==> config.mk <==
export PLATFORM = sky130hd
export DESIGN_NAME = wit_watch_timer
export DESIGN_NICKNAME = d
export VERILOG_FILES = /design/src/rtl/wit_watch_timer.v
export VERILOG_INCLUDE_DIRS = /design/src /design/src/rtl
export SDC_FILE = /design/constraint.sdc
export NUM_CORES = 1
export LEC_CHECK = 0
export BUFFER_PORTS_ARGS = -buffer_cell sky130_fd_sc_hd__buf_2
export CAP_MARGIN = 0
export CORE_MARGIN = 1
export CORE_UTILIZATION = 51
export DETAILED_ROUTE_END_ITERATION = 7
export PLACE_DENSITY = 0.75
export SYNTH_ARGS = -nofsm -noshare
export SYNTH_HDL_FRONTEND = slang
export SYNTH_SLANG_ARGS = --single-unit
==> constraint.sdc <==
create_clock -name mclk_i -period 1.9 [get_ports mclk_i]
set_input_delay 0.285 -clock mclk_i [delete_from_list [all_inputs] [get_ports mclk_i]]
set_output_delay 0.285 -clock mclk_i [all_outputs]
set_load 0.02 [all_outputs]
==> src/rtl/wit_defines.vh <==
/*
 * Constants for the watch/interval timer: control register address,
 * field positions, reset value, divider widths and tap selection codes.
 * Assumes inclusion by bare name from the design file in rtl/.
 */
`ifndef WIT_DEFINES_VH
`define WIT_DEFINES_VH

// control register location on the processor's data space
`define WIT_CTRL_ADDR 16'hff4a
`define WIT_ADDR_W 16
`define WIT_DATA_W 8

// control register reset value and writable-bit mask
`define WIT_CTRL_RST 8'h00
`define WIT_CTRL_MASK 8'h73

// control field positions
`define WIT_BIT_ENABLE 0
`define WIT_BIT_RUN 1
`define WIT_SEL_LO 4
`define WIT_SEL_HI 6
`define WIT_SEL_W 3

// divider chain: base divider feeds the 9-bit prescaler
`define WIT_BASE_W 7
`define WIT_BASE_MAX 7'h7f
`define WIT_PRE_W 9
`define WIT_PRE_MAX 9'h1ff
`define WIT_CNT_W 5
`define WIT_CNT_MAX 5'h1f
`define WIT_CNT_ZERO 5'h00

// interval codes: prescaler tap masks for 2^11 .. 2^16 clock periods
`define WIT_SEL_2E11 3'h0
`define WIT_SEL_2E12 3'h1
`define WIT_SEL_2E13 3'h2
`define WIT_SEL_2E14 3'h3
`define WIT_SEL_2E15 3'h4
`define WIT_SEL_2E16 3'h5
`define WIT_MASK_2E11 9'h00f
`define WIT_MASK_2E12 9'h01f
`define WIT_MASK_2E13 9'h03f
`define WIT_MASK_2E14 9'h07f
`define WIT_MASK_2E15 9'h0ff
`define WIT_MASK_2E16 9'h1ff
`define WIT_MASK_NONE 9'h000

// nominal system clock the figures above are scaled for, in kHz
`define WIT_SYSCLK_KHZ 8380

`endif

==> src/rtl/wit_watch_timer.v <==
/*
 * Watch timer with interval timer: a 7-bit base divider and a 9-bit
 * prescaler, both on the system clock, feed a 5-bit watch counter and
 * a selectable interval tap. One 8-bit control register, written by the
 * processor with whole-byte or single-bit writes, read back on request.
 * Assumes the processor port is synchronous to mclk_i.
 */
// Operation
// - nine-bit prescaler on system clock; five-bit counter controlled apart
// - watch interrupt every quarter second at nominal system clock
// - interval interrupt every 2^11..2^16 clocks; codes six, seven idle
// - watch and interval interrupts run concurrently from shared prescaler
// - reset clears whole control register to zero
// - enable bit low holds prescaler and counter cleared
// - run bit low stops and clears the five-bit counter
// - both bits high start watch; both low clear and halt
// - clearing run alone restarts watch count, prescaler keeps running
// - first watch interrupt one prescaler cycle late, later ones exact
// - control register takes single-bit and whole-byte writes
`include "wit_defines.vh"

module wit_watch_timer (
    // clock and reset
    input wire mclk_i,
    input wire rstn_i,
    // processor access
    input wire [`WIT_ADDR_W-1:0] cpu_addr_i,
    input wire cpu_wr_byte_i,
    input wire [`WIT_DATA_W-1:0] cpu_wdata_i,
    input wire cpu_wr_bit_i,
    input wire [2:0] cpu_bit_sel_i,
    input wire cpu_bit_val_i,
    input wire cpu_rd_i,
    output reg [`WIT_DATA_W-1:0] cpu_rdata_o,
    // interrupt requests
    output reg watch_tick_irq_o,
    output reg interval_tick_irq_o
);

    wire addr_hit;
    reg [`WIT_DATA_W-1:0] watch_control_reg_r;
    reg [`WIT_DATA_W-1:0] ctrl_nxt;
    wire watch_block_enable;
    wire tick_counter_run;
    wire [`WIT_SEL_W-1:0] interval_sel;

    reg [`WIT_BASE_W-1:0] base_r;
    reg [`WIT_PRE_W-1:0] pre_r;
    reg [`WIT_CNT_W-1:0] cnt_r;
    reg armed_r;
    wire base_tick;
    wire pre_wrap;
    reg [`WIT_PRE_W-1:0] tap_mask;
    wire interval_done;
    wire watch_done;

    assign addr_hit = (cpu_addr_i == `WIT_CTRL_ADDR);

    // register write: byte write wins over a simultaneous bit write
    always @* begin
        ctrl_nxt = watch_control_reg_r;
        if (addr_hit && cpu_wr_byte_i) begin
            ctrl_nxt = cpu_wdata_i;
        end else if (addr_hit && cpu_wr_bit_i) begin
            ctrl_nxt[cpu_bit_sel_i] = cpu_bit_val_i;
        end
        // reserved positions never store a one
        ctrl_nxt = ctrl_nxt & `WIT_CTRL_MASK;
    end

    always @(posedge mclk_i or negedge rstn_i) begin
        if (!rstn_i) begin
            watch_control_reg_r <= `WIT_CTRL_RST;
        end else begin
            watch_control_reg_r <= ctrl_nxt;
        end
    end

    assign watch_block_enable = watch_control_reg_r[`WIT_BIT_ENABLE];
    assign tick_counter_run = watch_control_reg_r[`WIT_BIT_RUN];
    assign interval_sel = watch_control_reg_r[`WIT_SEL_HI:`WIT_SEL_LO];

    // read port: data stands one cycle after the read strobe
    always @(posedge mclk_i or negedge rstn_i) begin
        if (!rstn_i) begin
            cpu_rdata_o <= `WIT_CTRL_RST;
        end else if (cpu_rd_i) begin
            if (addr_hit) begin
                cpu_rdata_o <= watch_control_reg_r;
            end else begin
                cpu_rdata_o <= `WIT_CTRL_RST;
            end
        end
    end

    // divider chain: base divider then 9-bit prescaler
    assign base_tick = (base_r == `WIT_BASE_MAX);
    assign pre_wrap = base_tick && (pre_r == `WIT_PRE_MAX);

    always @(posedge mclk_i or negedge rstn_i) begin
        if (!rstn_i) begin
            base_r <= {`WIT_BASE_W{1'b0}};
            pre_r <= {`WIT_PRE_W{1'b0}};
        end else if (!watch_block_enable) begin
            base_r <= {`WIT_BASE_W{1'b0}};
            pre_r <= {`WIT_PRE_W{1'b0}};
        end else begin
            base_r <= base_r + 1'b1;
            if (base_tick) begin
                pre_r <= pre_r + 1'b1;
            end
        end
    end

    // tap selection for the interval timer
    always @* begin
        case (interval_sel)
            `WIT_SEL_2E11: tap_mask = `WIT_MASK_2E11;
            `WIT_SEL_2E12: tap_mask = `WIT_MASK_2E12;
            `WIT_SEL_2E13: tap_mask = `WIT_MASK_2E13;
            `WIT_SEL_2E14: tap_mask = `WIT_MASK_2E14;
            `WIT_SEL_2E15: tap_mask = `WIT_MASK_2E15;
            `WIT_SEL_2E16: tap_mask = `WIT_MASK_2E16;
            default: tap_mask = `WIT_MASK_NONE;
        endcase
    end

    // prohibited codes give an empty mask and therefore no interval tick
    assign interval_done = watch_block_enable && base_tick &&
        (tap_mask != `WIT_MASK_NONE) &&
        ((pre_r & tap_mask) == tap_mask);

    // watch counter: first prescaler period after start only arms it
    // gated so no pulse escapes in the cycle after disable
    assign watch_done = watch_block_enable && tick_counter_run &&
        pre_wrap && armed_r && (cnt_r == `WIT_CNT_MAX);

    always @(posedge mclk_i or negedge rstn_i) begin
        if (!rstn_i) begin
            cnt_r <= `WIT_CNT_ZERO;
            armed_r <= 1'b0;
        end else if (!watch_block_enable || !tick_counter_run) begin
            // prescaler keeps running when only run is low
            cnt_r <= `WIT_CNT_ZERO;
            armed_r <= 1'b0;
        end else if (pre_wrap) begin
            if (armed_r) begin
                cnt_r <= cnt_r + 1'b1;
            end
            armed_r <= 1'b1;
        end
    end

    // interrupt pulses, one cycle each
    always @(posedge mclk_i or negedge rstn_i) begin
        if (!rstn_i) begin
            watch_tick_irq_o <= 1'b0;
            interval_tick_irq_o <= 1'b0;
        end else begin
            watch_tick_irq_o <= watch_done;
            interval_tick_irq_o <= interval_done;
        end
    end

endmodule // wit_watch_timer

==> flow_summary.yaml <==
detailed_routing:
  drt_pre_antenna_iters: 4
  drt-total-wl_um: 3520
  drtIter0Drc: 56
  ant_nets: 0
  drcViolationCount: 0
  vias: 1469
  wire_per_inst_um: 13.3
  viasPerCell: 5.56
clock_tree:
  cts_tree: "done"
  clk_pin_slew_ns: 0.10
  cts_sinks: 34
  cts_root_buf: "clkbuf_4"
  clk_latency_ns: 0.34
  htree_levels: 2
  clockBufferDepth: 2
  cts_made_buffers: 5
status:
  violations: "negative hold slack"
  status: "finished, violations left"
synthesis:
  synth_seq_area_share_pct: 47.8
  ys_warn_count: 0
  synth-seq-cells: 34
  async_reset_ff_share_pct: 100
  netlist-cell-type-count: 38
  syn_inst: 176
  synth_area_um2: 1780
  synth_edf_count: 0
  synth_top_flop_cell: "dfrtp_1"
  syn_area_per_cell_um2: 10.1
floorplanning:
  die_h_um: 61.1
  die-area_um2: 3730
  top_level_ports: 43
  floorplan.initialDensity_pct: 53.4
  core.rowCount: 21
  dieWidth_um: 61.1
  core_um2: 3340
setup_path:
  cp_num_buf_inv: 0
  cp_cell_sequence: "ha_1, nand4_1, nor3_1, xnor2_1, nor2_1"
  critPathMaxStageDelay_ns: 0.41
  path_class: "register to register"
  path_delay_family: "simple AND/OR/NAND/NOR gates"
  cp_slowest_cell: "nand4_1"
  cp.arrival_ns: 2.02
  startpoint_type: "register"
  required_ns: 2.11
  crit_path_end_kind: "register"
  cp_max_fo: 8
place:
  gp_congestion: 0.796
  port_buffers: 36
  dp.final_hpwl_um: 2580
  preCtsSetupSlack_ns: 0.0422
global_route:
  grt_max_degree: 35
  grt_pass1_wl_um: 6070
  antenna_found_initial: 0
  grt_pass1_vias: 1414
  gr-total-overflow: 0
  grt.total_usage_pct: 22.5
power_and_ir_drop:
  vdd_drop_max_v: 0.000436
  power_leakage_uw: 0.000936
  cellPowerDensity_nw_per_um2: 625
timing:
  layout_setup_ws_ns: 0.0971
  worst_pin_slew_ns: 0.727
  setup_tns_ns: 0
  timing.final.crit_share_pct: 94.9
  maxSlewViolCount: 0
  min_period_ns: 1.80
  fin_hold_ws_ns: -0.0116
  rsz0062_at_grt: "true"
  setup_viol_count_final: 0
  relSlewSlack_pct: 51.5
  skew_ns: 0.00872
  hold_viol_final: 30
  fmax_mhz: 555
run:
  maxCapViolCount: 0
cells_and_area:
  drive_gt1_share_pct: 29.4
  multi_input_area_um2: 871
  n_antenna_cell: 0
  fin_nets: 255
  fillers: 297
  regArea_um2: 851
  synthToLayoutAreaGrowth_pct: 18.1
hold_path:
  holdCritPathClass: "input port to asynchronous set/reset pin"
[kinds of logic (layout without fill, tap and decap cells)]
family,Yosys count,after routing,share of synthesized area [%]
AO/OA/AOI/OAI,34,34,13.8
XOR/XNOR,12,12,5.90
adder cells (fa/ha/maj),5,5,3.51
other,1,3,0.210
AND/OR/NAND/NOR,68,68,22.1
buffers and inverters,19,59,5.13
multiplexers,3,3,1.69
flip-flops,34,34,47.8
[layout by cell type (no fill, tap or decap), drive strengths merged]
master	count
a2111oi	1
and3	1
nor4	2
conb	3
or3b	1
a22o	9
bufinv	1
buf	39
clkinv	2
nor3b	1
nor2	21
nand2	8
and4	2
a21oi	5
inv	12
or3	3
dfrtp	34
nand4	8
clkbuf	5
o2111ai	2
a41oi	1
a211o	1
nor3	6
o21ai	14
ha	5
and2	1
nand3	11
o41ai	1
xnor2	8
xor2	4
mux2i	3
or4b	1
nand4bb	1
nor2b	1
[stage by stage]
step                      std cells  instance area, um^2  hold slack, ns  utilization, %  total power [uW]
final                           264                 2100         -0.0116            63.1              1310
after global routing            264                 2100          0.0265            63.1              1380
after CTS                       263                 2070         0.00908            62.1              1330
after detailed placement        255                 2000           0.388            59.8               816
after global placement          255                 2000           0.372            59.8               811
after floorplan                 178                 1790         -0.0106               -               772
[path summary, 6_finish.rpt]
kind	from	to	slack, ns	cells after the start
hold / removal	rstn_i	base_r[3]	-0.01	1
setup reg to reg	base_r[0]	pre_r[3]	0.1	5
min in group mclk_i	cpu_wdata_i[0]	watch_control_reg_r[0]	0.28	4
max in group asynchronous	rstn_i	watch_control_reg_r[4]	1.45	1
setup / recovery	base_r[0]	pre_r[3]	0.1	5
hold reg to reg	base_r[0]	base_r[0]	0.47	1
[timing repair]
item | 4_1_cts | 5_1_grt
endpoints found under the setup margin | 0 | 6
buffers inserted | 0 | 1
hold buffers | 0 | 0
resized for setup | 0 | 5
[where the power goes]
group	switching [uW]	internal (uW)
sequential	0.0611	723
clock	243	272
combinational	45.4	31.1
total	288	1030
[layer usage]
| metal | vias to the layer above | part of all wire (%) | track usage, % | routed length, um |
|---|---|---|---|---|
| li1 | 709 | - | - | - |
| met1 | 713 | 43 | 25.9 | 1500 |
| met2 | 43 | 52 | 40.1 | 1840 |
| met3 | 4 | 4.1 | 6.09 | 145 |
| met4 | 0 | 0.82 | 8.12 | 29 |
| met5 | - | 0 | 0 | 0 |
[Yosys cell counts, types with 3 or more instances]
master | n | share of area [%]
dfrtp_1 | 34 | 48
nor2_1 | 21 | 4.4
inv_1 | 12 | 2.5
a22o_1 | 9 | 4.4
nand2_1 | 8 | 1.7
nand4_1 | 8 | 2.8
xnor2_1 | 8 | 3.9
nand3_1 | 6 | 1.7
nor3_1 | 6 | 1.7
a21oi_1 | 5 | 1.4
ha_1 | 5 | 3.5
nand3_2 | 5 | 2.8
o21ai_1 | 5 | 1.4
o21ai_2 | 5 | 2.5
o21ai_0 | 4 | 1.1
xor2_1 | 4 | 2.0
buf_4 | 3 | 1.3
mux2i_1 | 3 | 1.7
or3_1 | 3 | 1.1
[registers in the layout (all words and copies together) (netlist names)]
name	count
cnt_r	5
armed_r	1
cpu_rdata_o	5
pre_r	9
interval_tick_irq_o	1
watch_tick_irq_o	1
watch_control_reg_r	5
base_r	7
[worst reg2reg max path, cell delays in order (launching register included)]
cell and delay, ns:
dfrtp_1 0.39, ha_1 0.23, nand4_1 0.41, nor3_1 0.41
xnor2_1 0.17, nor2_1 0.06
[area by class of cell]
| type | count | share of cell area [%] |
|---|---|---|
| Multi-Input combinational cell | 125 | 41.4 |
| Sequential cell | 34 | 40.4 |
| Timing Repair Buffer | 39 | 9.63 |
| Tap cell | 46 | 2.73 |
| Inverter | 12 | 2.14 |
| Clock inverter | 3 | 1.90 |
| Clock buffer | 5 | 1.78 |
Note: power is estimated with default switching activity, not from simulation.
